==> config.mk <==
export PLATFORM = sky130hd
export DESIGN_NAME = dma_channel_control_regs
export DESIGN_NICKNAME = d
export VERILOG_FILES = /design/src/rtl/dma_ctl_pkg.sv /design/src/rtl/dma_arbiter.sv /design/src/rtl/dma_byte_counter.sv /design/src/rtl/dma_channel_control_regs.sv
export SDC_FILE = /design/constraint.sdc
export NUM_CORES = 1
export LEC_CHECK = 0
export ABC_CLOCK_PERIOD_IN_PS = 2300
export BUFFER_PORTS_ARGS = -buffer_cell sky130_fd_sc_hd__buf_2
export CORE_MARGIN = 2
export CORE_UTILIZATION = 39
export DETAILED_ROUTE_END_ITERATION = 12
export PLACE_DENSITY = 0.62
export SETUP_SLACK_MARGIN = 0.02
export SYNTH_ARGS = -nofsm -noshare
export SYNTH_HDL_FRONTEND = slang
export SYNTH_HIERARCHICAL = 1
export SYNTH_SLANG_ARGS = --single-unit
==> constraint.sdc <==
create_clock -name ref_clk -period 2.3 [get_ports ref_clk]
set_clock_uncertainty 0.05 [all_clocks]
set_input_delay 0.23 -clock ref_clk [delete_from_list [all_inputs] [get_ports ref_clk]]
set_output_delay 0.23 -clock ref_clk [all_outputs]
set_load 0.005 [all_outputs]
==> src/rtl/dma_ctl_pkg.sv <==
// Package: register map, field positions and shared types of the DMA control unit
package dma_ctl_pkg;

   // ****************************************************************
   // Register map (printed offsets are halfword aligned: index * 2)
   // ****************************************************************
   localparam logic [31:0] idle_status_idx = 32'h0f00_0042;
   localparam logic [31:0] seq_enable_idx  = 32'h0f00_0044;
   localparam logic [31:0] chan_mask_idx   = 32'h0f00_0046;
   localparam logic [31:0] chan_req_idx    = 32'h0f00_0048;
   localparam logic [31:0] direction_idx   = 32'h0f00_004a;
   localparam logic [31:0] ctrl_idx        = 32'h0f00_0060;
   localparam logic [31:0] base_idx        = 32'h0f00_0000;
   localparam int          addr_w          = 4;

   // Word addresses relative to the block base
   localparam logic [3:0] a_idle   = 4'h1;
   localparam logic [3:0] a_sen    = 4'h2;
   localparam logic [3:0] a_mask   = 4'h3;
   localparam logic [3:0] a_req    = 4'h4;
   localparam logic [3:0] a_dir    = 4'h5;
   localparam logic [3:0] a_ctrl   = 4'h8;

   // ****************************************************************
   // Field positions and reset values
   // ****************************************************************
   localparam int ch_fir   = 0;
   localparam int ch_srx   = 1;
   localparam int ch_stx   = 2;
   localparam int ch_direction_a = 3;
   localparam int dir_fir_bit   = 0;
   localparam int dir_direction_a_bit = 1;
   localparam int ctrl_auto_bit = 0;
   localparam logic [15:0] idle_reset = 16'h0001;
   localparam logic [15:0] zero_reset = 16'h0000;
   localparam logic [31:0] unmapped_read = 32'h0000_0000;

   // ****************************************************************
   // Sequencer
   // ****************************************************************
   typedef enum logic [1:0] {
      seq_idle  = 2'b00,
      seq_xfer  = 2'b01,
      seq_done  = 2'b10
   } seq_state_type;

   typedef struct packed {
      logic       valid;
      logic [1:0] chan;
      logic       to_mem;
   } grant_type;

endpackage : dma_ctl_pkg

==> src/rtl/dma_arbiter.sv <==
// Fixed priority arbiter over the four channel requests
`timescale 1ns/10ps
module dma_arbiter #(
   parameter int n_chan = 4
) (
   input  wire logic [n_chan-1:0] req,
   output logic                   valid,
   output logic [1:0]             chan
);
   initial begin
      if (n_chan != 4) $error("dma_arbiter needs four channels");
   end

   // Lowest index wins: FIR, serial rx, serial tx, I/O to RAM
   always_comb begin
      valid = 1'b0;
      chan  = 2'd0;
      for (int i = n_chan - 1; i >= 0; i--) begin
         if (req[i]) begin
            valid = 1'b1;
            chan  = 2'(i);
         end
      end
   end
endmodule : dma_arbiter

==> src/rtl/dma_byte_counter.sv <==
// Byte counter of the I/O to RAM channel with terminal count
`timescale 1ns/10ps
module dma_byte_counter #(
   parameter int cnt_w = 16
) (
   input  wire logic             ref_clk,
   input  wire logic             rst_n,
   input  wire logic             load,
   input  wire logic [cnt_w-1:0] size,
   input  wire logic             step,
   output logic                  tc
);
   logic [cnt_w-1:0] cnt_q;
   logic [cnt_w-1:0] cnt_d;

   initial begin
      if (cnt_w < 2 || cnt_w > 32) $error("dma_byte_counter width");
   end

   always_comb begin
      cnt_d = cnt_q;
      if (load) begin
         cnt_d = size;
      end else if (step && cnt_q != '0) begin
         cnt_d = cnt_q - cnt_w'(1);
      end
   end

   assign tc = step && (cnt_q <= cnt_w'(1));

   always_ff @(posedge ref_clk) begin
      if (!rst_n) begin
         cnt_q <= '0;
      end else begin
         cnt_q <= cnt_d;
      end
   end
endmodule : dma_byte_counter

==> src/rtl/dma_channel_control_regs.sv <==
// DMA control unit: sequencer, channel enables, requests, direction
// ****************************************************************
// Summary of operation
// - Bit 0 of idle status reads 1 idle, 0 busy; resets to 1.
// - Sequencer enable bit 0 gates all four channels; resets to 0.
// - Mask bit 3 enables the I/O to RAM channel.
// - Mask bit 2 enables the serial transmit channel.
// - Mask bit 1 enables the serial receive channel.
// - Mask bit 0 enables FIR transmit; all enables reset to 0.
// - Request bit 3 is read/write: 1 active, 0 halted.
// - Request bits 2..0 read back pending serial tx, rx, FIR.
// - Only software starts I/O to RAM, by writing request bit 3.
// - Terminal count without auto reload clears request bit 3.
// - Writing 0 lets the current transfer finish, then stops.
// - Direction bit 1: 1 external I/O to memory, 0 reverse.
// - Direction bit 0: 1 internal I/O to memory, 0 reverse.
// - Reserved bits read zero; software writes them as zero.
// - Default priority: FIR, serial rx, serial tx, I/O to RAM.
// - With auto reload, terminal count reloads address and continues.
// ****************************************************************
//
// Decided for this implementation: register access over Avalon-MM.
`timescale 1ns/10ps
module dma_channel_control_regs #(
   parameter int cnt_w = 16
) (
   input  wire logic        ref_clk,
   input  wire logic        rst_n,
   input  wire logic [3:0]  avs_address,
   input  wire logic        avs_read,
   input  wire logic        avs_write,
   input  wire logic [31:0] avs_writedata,
   input  wire logic [3:0]  avs_byteenable,
   output logic [31:0]      avs_readdata,
   output logic             avs_waitrequest,
   input  wire logic        serial_tx_req,
   input  wire logic        serial_rx_req,
   input  wire logic        fir_req,
   input  wire logic        xfer_ack,
   output logic             xfer_start,
   output logic [1:0]       xfer_chan,
   output logic             xfer_to_mem,
   output logic             addr_reload
);
   // ****************************************************************
   // State
   // ****************************************************************
   typedef struct packed {
      logic                          seq_enable_bit;
      logic [3:0]                    chan_enable;
      logic                          direction_a_request;
      logic [1:0]                    direction;
      logic                          auto_reload_enable;
      logic [cnt_w-1:0]              byte_size;
      logic [3:0]                    pending;
      dma_ctl_pkg::seq_state_type    seq;
      dma_ctl_pkg::grant_type        grant;
      logic                          seq_idle_flag;
      logic                          start;
      logic                          reload;
      logic                          ack;
      logic [31:0]                   rdata;
   } state_type;

   state_type s_q;
   state_type s_d;

   logic       arb_valid;
   logic [1:0] arb_chan;
   logic       tc;
   logic       cnt_load;
   logic       cnt_step;
   logic [3:0] serve_req;
   logic       wr_hit;
   logic       rd_hit;

   initial begin
      if (cnt_w < 2 || cnt_w > 16) $error("cnt_w out of range");
   end

   function automatic logic sel(input logic [3:0] a, input logic [3:0] r);
      sel = (a == r);
   endfunction : sel

   // ****************************************************************
   // Arbitration and byte count
   // ****************************************************************
   assign serve_req = s_q.seq_enable_bit ?
                      (s_q.pending & s_q.chan_enable) : 4'h0;

   dma_arbiter #(.n_chan(4)) u_arb (
      .req   (serve_req),
      .valid (arb_valid),
      .chan  (arb_chan)
   );

   // Software start or auto reload refills the count
   assign cnt_load = wr_hit && avs_byteenable[0] &&
                     sel(avs_address, dma_ctl_pkg::a_req) &&
                     avs_writedata[dma_ctl_pkg::ch_direction_a] &&
                     !s_q.direction_a_request || s_q.reload;
   assign cnt_step = s_q.seq == dma_ctl_pkg::seq_xfer && xfer_ack &&
                     s_q.grant.chan == 2'(dma_ctl_pkg::ch_direction_a);

   dma_byte_counter #(.cnt_w(cnt_w)) u_cnt (
      .ref_clk (ref_clk),
      .rst_n   (rst_n),
      .load    (cnt_load),
      .size    (s_q.byte_size),
      .step    (cnt_step),
      .tc      (tc)
   );

   // Bus answers one cycle after the request is seen
   assign wr_hit = avs_write && s_q.ack;
   assign rd_hit = avs_read && s_q.ack;

   // ****************************************************************
   // Next state
   // ****************************************************************
   always_comb begin
      s_d        = s_q;
      s_d.start  = 1'b0;
      s_d.reload = 1'b0;
      s_d.ack    = (avs_read || avs_write) && !s_q.ack;
      s_d.pending = {s_q.direction_a_request, serial_tx_req, serial_rx_req,
                     fir_req};
      if (wr_hit && avs_byteenable[0]) begin
         case (avs_address)
            dma_ctl_pkg::a_sen:
               s_d.seq_enable_bit = avs_writedata[0];
            dma_ctl_pkg::a_mask:
               s_d.chan_enable = avs_writedata[3:0];
            dma_ctl_pkg::a_req:
               s_d.direction_a_request =
                  avs_writedata[dma_ctl_pkg::ch_direction_a];
            dma_ctl_pkg::a_dir:
               s_d.direction = avs_writedata[1:0];
            dma_ctl_pkg::a_ctrl: begin
               s_d.auto_reload_enable =
                  avs_writedata[dma_ctl_pkg::ctrl_auto_bit];
               s_d.byte_size = avs_writedata[cnt_w+15:16];
            end
            default: begin
            end
         endcase
      end
      case (s_q.seq)
         dma_ctl_pkg::seq_idle: begin
            if (arb_valid) begin
               s_d.grant.valid = 1'b1;
               s_d.grant.chan  = arb_chan;
               s_d.grant.to_mem = (arb_chan ==
                  2'(dma_ctl_pkg::ch_direction_a)) ?
                  s_q.direction[dma_ctl_pkg::dir_direction_a_bit] :
                  (arb_chan == 2'(dma_ctl_pkg::ch_fir)) ?
                  s_q.direction[dma_ctl_pkg::dir_fir_bit] :
                  (arb_chan == 2'(dma_ctl_pkg::ch_srx));
               s_d.start = 1'b1;
               s_d.seq   = dma_ctl_pkg::seq_xfer;
            end
         end
         dma_ctl_pkg::seq_xfer: begin
            // Transfer in flight always completes before stopping
            if (xfer_ack) begin
               s_d.seq = dma_ctl_pkg::seq_done;
               if (tc) begin
                  if (s_q.auto_reload_enable) begin
                     s_d.reload = 1'b1;
                  end else begin
                     s_d.direction_a_request = 1'b0;
                  end
               end
            end
         end
         dma_ctl_pkg::seq_done: begin
            s_d.grant.valid = 1'b0;
            s_d.seq = dma_ctl_pkg::seq_idle;
         end
         default: s_d.seq = dma_ctl_pkg::seq_idle;
      endcase
      s_d.seq_idle_flag = (s_d.seq == dma_ctl_pkg::seq_idle);
      s_d.rdata = dma_ctl_pkg::unmapped_read;
      if ((avs_read) && !s_q.ack) begin
         case (avs_address)
            dma_ctl_pkg::a_idle:
               s_d.rdata = {31'h0, s_q.seq_idle_flag};
            dma_ctl_pkg::a_sen:
               s_d.rdata = {31'h0, s_q.seq_enable_bit};
            dma_ctl_pkg::a_mask:
               s_d.rdata = {28'h0, s_q.chan_enable};
            dma_ctl_pkg::a_req:
               s_d.rdata = {28'h0, s_q.direction_a_request, serial_tx_req,
                            serial_rx_req, fir_req};
            dma_ctl_pkg::a_dir:
               s_d.rdata = {30'h0, s_q.direction};
            dma_ctl_pkg::a_ctrl:
               s_d.rdata = {16'(s_q.byte_size), 15'h0,
                            s_q.auto_reload_enable};
            default: s_d.rdata = dma_ctl_pkg::unmapped_read;
         endcase
      end
   end

   // ****************************************************************
   // Registers
   // ****************************************************************
   always_ff @(posedge ref_clk) begin
      if (!rst_n) begin
         s_q               <= '0;
         s_q.seq_idle_flag <= 1'b1;
         s_q.seq           <= dma_ctl_pkg::seq_idle;
      end else begin
         s_q <= s_d;
      end
   end

   assign avs_readdata    = s_q.rdata;
   assign avs_waitrequest = !s_q.ack;
   assign xfer_start      = s_q.start;
   assign xfer_chan       = s_q.grant.chan;
   assign xfer_to_mem     = s_q.grant.to_mem;
   assign addr_reload     = s_q.reload;

   // ****************************************************************
   // Assertions
   // ****************************************************************
   a_idle_after_reset: assert property (@(posedge ref_clk)
      $rose(rst_n) |-> s_q.seq_idle_flag)
      else $error("idle flag not set after reset");
   a_busy_when_xfer: assert property (@(posedge ref_clk) disable iff (!rst_n)
      s_q.seq == dma_ctl_pkg::seq_xfer |-> !s_q.seq_idle_flag)
      else $error("idle flag set during transfer");
   a_start_needs_en: assert property (@(posedge ref_clk) disable iff (!rst_n)
      xfer_start |-> $past(s_q.seq_enable_bit))
      else $error("start without sequencer enable");
   a_start_chan_en: assert property (@(posedge ref_clk) disable iff (!rst_n)
      xfer_start |-> $past(s_q.chan_enable[arb_chan]
      && s_q.pending[arb_chan]))
      else $error("start on masked channel");
   a_fir_first: assert property (@(posedge ref_clk) disable iff (!rst_n)
      arb_valid && serve_req[dma_ctl_pkg::ch_fir]
      |-> arb_chan == 2'(dma_ctl_pkg::ch_fir))
      else $error("FIR not preferred");
   a_tc_clears: assert property (@(posedge ref_clk) disable iff (!rst_n)
      s_q.seq == dma_ctl_pkg::seq_xfer && xfer_ack && tc
      && !s_q.auto_reload_enable && !wr_hit |=> !s_q.direction_a_request)
      else $error("request not cleared at terminal count");
   a_tc_reload: assert property (@(posedge ref_clk) disable iff (!rst_n)
      s_q.seq == dma_ctl_pkg::seq_xfer && xfer_ack && tc
      && s_q.auto_reload_enable |=> addr_reload)
      else $error("no reload at terminal count");
   a_finish_xfer: assert property (@(posedge ref_clk) disable iff (!rst_n)
      s_q.seq == dma_ctl_pkg::seq_xfer && !xfer_ack
      |=> s_q.seq == dma_ctl_pkg::seq_xfer)
      else $error("transfer dropped before ack");
   a_rsvd_zero: assert property (@(posedge ref_clk) disable iff (!rst_n)
      !avs_waitrequest && $past(avs_address) == dma_ctl_pkg::a_req
      |-> avs_readdata[31:4] == 28'h0)
      else $error("reserved bits not zero");
   a_sw_start: assert property (@(posedge ref_clk) disable iff (!rst_n)
      $rose(s_q.direction_a_request) |-> $past(wr_hit))
      else $error("I/O to RAM start without write");
   a_ack_one: assert property (@(posedge ref_clk) disable iff (!rst_n)
      (avs_read || avs_write) && avs_waitrequest |=> !avs_waitrequest)
      else $error("bus answer late");

   c_direction_a_run: cover property (@(posedge ref_clk) disable iff (!rst_n)
      xfer_start && xfer_chan == 2'(dma_ctl_pkg::ch_direction_a));
   c_reload: cover property (@(posedge ref_clk) disable iff (!rst_n)
      addr_reload);
   c_tc_stop: cover property (@(posedge ref_clk) disable iff (!rst_n)
      $fell(s_q.direction_a_request) && !$past(wr_hit));
endmodule : dma_channel_control_regs

==> results.cfg <==
[sta]
final_hold_viol_count = 0
period_share = 0.893
max_slew.worst_pin.slew_ns = 0.664
tns_ns = 0
setup_viol = 0
maxSlewViolCount = 0
timing.final.crit_period_ns = 2.05
fmaxAchievable_ghz = 0.487
rsz0062_at_grt = false
slew_headroom = 0.557

[detailed_routing]
first_pass_iters = 5
drt-vias-per-instance = 5.23
detail_route.wl_per_cell_um = 14.0
num_vias = 2760
routed_wl_um = 7420
ant_nets = 0
drc_errors = 0
drt_iter0_drc = 122

[flow_run]
max_cap_violations = 0

[setup_path]
crit_path_end_kind = register
cp-start-kind = register
worstPathRequired_ns = 2.49
crit_path_cell_trace = nand2_1 -> nor3_1 -> buf_4 -> nand2_1 -> a31o_2 -> nor4_1 -> xor2_1 -> o211a_1
reg2reg_slack_ns = 0.25
path_buf_inv = 1
cp_slowest_cell = dfxtp_1
cp_common_cell = nand2_1
critPathMaxStageDelay_ns = 0.39
path_class = reg2reg
critPathTopFamily = simple AND/OR/NAND/NOR gates
crit_fanout = 6
cp.arrival_ns = 2.24

[synth]
ys_seq_area_frac = 0.426
syn_inst = 379
ys_top_cells_by_area = dfxtp_1 43%, buf_4 7.3%, o21ai_0 4.7%, and2_1 4.0%, nand3_1 3.9%
synth_edf_count = 0
synth.avg_cell_area_um2 = 9.17
synthFlopType = dfxtp_1
yosysWarnings = 6
async_flop_share = 0
synth_top_cell_by_area = dfxtp_1
synth_cell_types = 60
ys_ff_latch = 74
netlist_area_um2 = 3480
yosys.area.top_type_share = 0.426

[grt]
grt_pass1_wl_um = 12000
grt_overflow = 0
antenna_found_initial = 0
grt_max_degree = 61
grtUsageTotal = 0.154
grt_pass1_vias = 2503

[finish]
postLayoutCoreUtil = 0.447
nets = 465
fillers = 873
syn2layout_area_growth_pct = 11.6
layout-drive-gt1-share = 0.229
diodes = 0

[clocking]
ctsResizeCount = 0
worstSkewPairLatency_ns = 0.35
cts_max_level = 3
hold_buffers = 0
cts_tree = done
numCtsBuffers = 9
clk_pin_slew_ns = 0.08
clk_path_buf_depth = 2
cts_root_buf = clkbuf_8
cts.sinks = 74
postCtsSetupBuffers = 0

[status]
status = complete, no violations

[floorplan]
row_count = 34
die-area_um2 = 9690
die_width_um = 98.4
ios = 86
initial_core_util = 0.401
core_um2 = 8680
die_h_um = 98.4

[pwr]
powerDensity_nw_per_um2 = 651
total_leakage_power_nw = 1.62
ir_drop_v = 0.000322

[place]
dp_hpwl_um = 5290
gp_congestion = 0.820
portBuffers = 58

[worst_hold_path]
hold_class = in2reg
==> where the power goes <==
group / internal, mW / switching (mW)
clock: 0.637 / 0.476
sequential: 1.29 / 0.00318
combinational: 0.0504 / 0.0724
total: 1.97 / 0.551
==> flip-flops by register name, indices dropped and copies added, names as in the netlist <==
signal and flops:
s_q 32, avs_readdata 20, u_cnt/cnt_q 16, xfer_chan 2, addr_reload 1, s_d 1
xfer_start 1, xfer_to_mem 1
==> worst register-to-register path: stages, from the launching register on <==
cell,delay (ns)
dfxtp_1,0.39
nand2_1,0.11
nor3_1,0.18
buf_4,0.16
nand2_1,0.17
a31o_2,0.28
nor4_1,0.26
xor2_1,0.12
o211a_1,0.22
==> cell families (layout without fill, tap and decap cells) <==
family,count (synthesis),in the layout,share of synthesized area
XOR/XNOR,8,8,0.0202
adder cells (fa/ha/maj),2,2,0.00720
buffers and inverters,65,95,0.115
other,1,12,0.00108
AND/OR/NAND/NOR,123,123,0.213
AO/OA/AOI/OAI,94,94,0.182
multiplexers,12,12,0.0353
flip-flops,74,74,0.426
==> placed cells by master (no fill, tap or decap), types with 8 or more instances in the layout <==
| cell type | n |
|---|---|
| buf_2 | 58 |
| a21boi_1 | 10 |
| nand2_1 | 17 |
| a21oi_1 | 9 |
| o21ai_0 | 33 |
| nor2_1 | 8 |
| buf_4 | 10 |
| inv_1 | 11 |
| dfxtp_1 | 74 |
| and3_1 | 8 |
| nor3_1 | 9 |
| clkbuf_8 | 10 |
| conb_1 | 12 |
| mux2i_1 | 10 |
| and2_1 | 22 |
| nand3_1 | 27 |
==> metal layers <==
metal	wire length, um	track usage	share of wire
met1	3560	0.209	0.48
met2	3340	0.242	0.45
met3	378	0.0277	0.051
met4	140	0.0664	0.019
met5	0	0	0
==> Yosys cell counts, types with 2 or more instances <==
cell,instances
buf_4,34
nor2_1,8
nand2_1,17
o211a_1,3
buf_6,3
and3_1,8
nor4_1,2
ha_1,2
nor3_1,9
nand3_1,27
xor2_1,2
clkbuf_1,12
dfxtp_1,74
a21boi_1,10
mux2i_1,10
o21ai_0,33
nand2b_1,3
mux2_2,2
inv_1,11
or3_1,3
o41ai_1,2
a21oi_1,9
a22oi_1,3
o311ai_0,2
buf_2,4
nor2b_1,3
a31oi_1,6
a21boi_0,7
nor4b_1,2
nor3b_1,3
or4_1,2
nand4_1,3
o211ai_1,3
nand3b_1,3
and2_1,22
xnor2_1,6
a2111oi_2,2
o31ai_1,2
==> cell type report <==
cell class	count	area (um2)	area share
Multi-Input combinational cell	251	1640	0.422
Tap cell	108	135	0.0348
Sequential cell	74	1480	0.382
Clock inverter	5	77.6	0.0200
Timing Repair Buffer	68	365	0.0942
Clock buffer	11	141	0.0365
Inverter	11	41.3	0.0106
==> metrics by stage <==
step / setup WS, ns / power, mW / hold slack (ns) / cells / instance area, um2
2_1_floorplan: 0.365 / 1.41 / 0.302 / 390 / 3520
3_3_place_gp: 0.288 / 1.44 / 0.399 / 512 / 3660
3_5_place_dp: 0.303 / 1.44 / 0.401 / 512 / 3660
4_1_cts: 0.268 / 2.55 / 0.0265 / 528 / 3880
5_1_grt: 0.0340 / 2.62 / 0.0493 / 528 / 3880
6_report: 0.247 / 2.53 / 0.0384 / 528 / 3880
==> final timing paths <==
path	cells after the start	end	start
max	8	u_cnt/cnt_q[10]	s_q[40]
min reg2reg	2	s_q[68]	s_q[68]
max reg2reg	8	u_cnt/cnt_q[10]	s_q[40]
min	2	s_q[42]	fir_req
No activity file was read; power rests on OpenSTA's default activity.
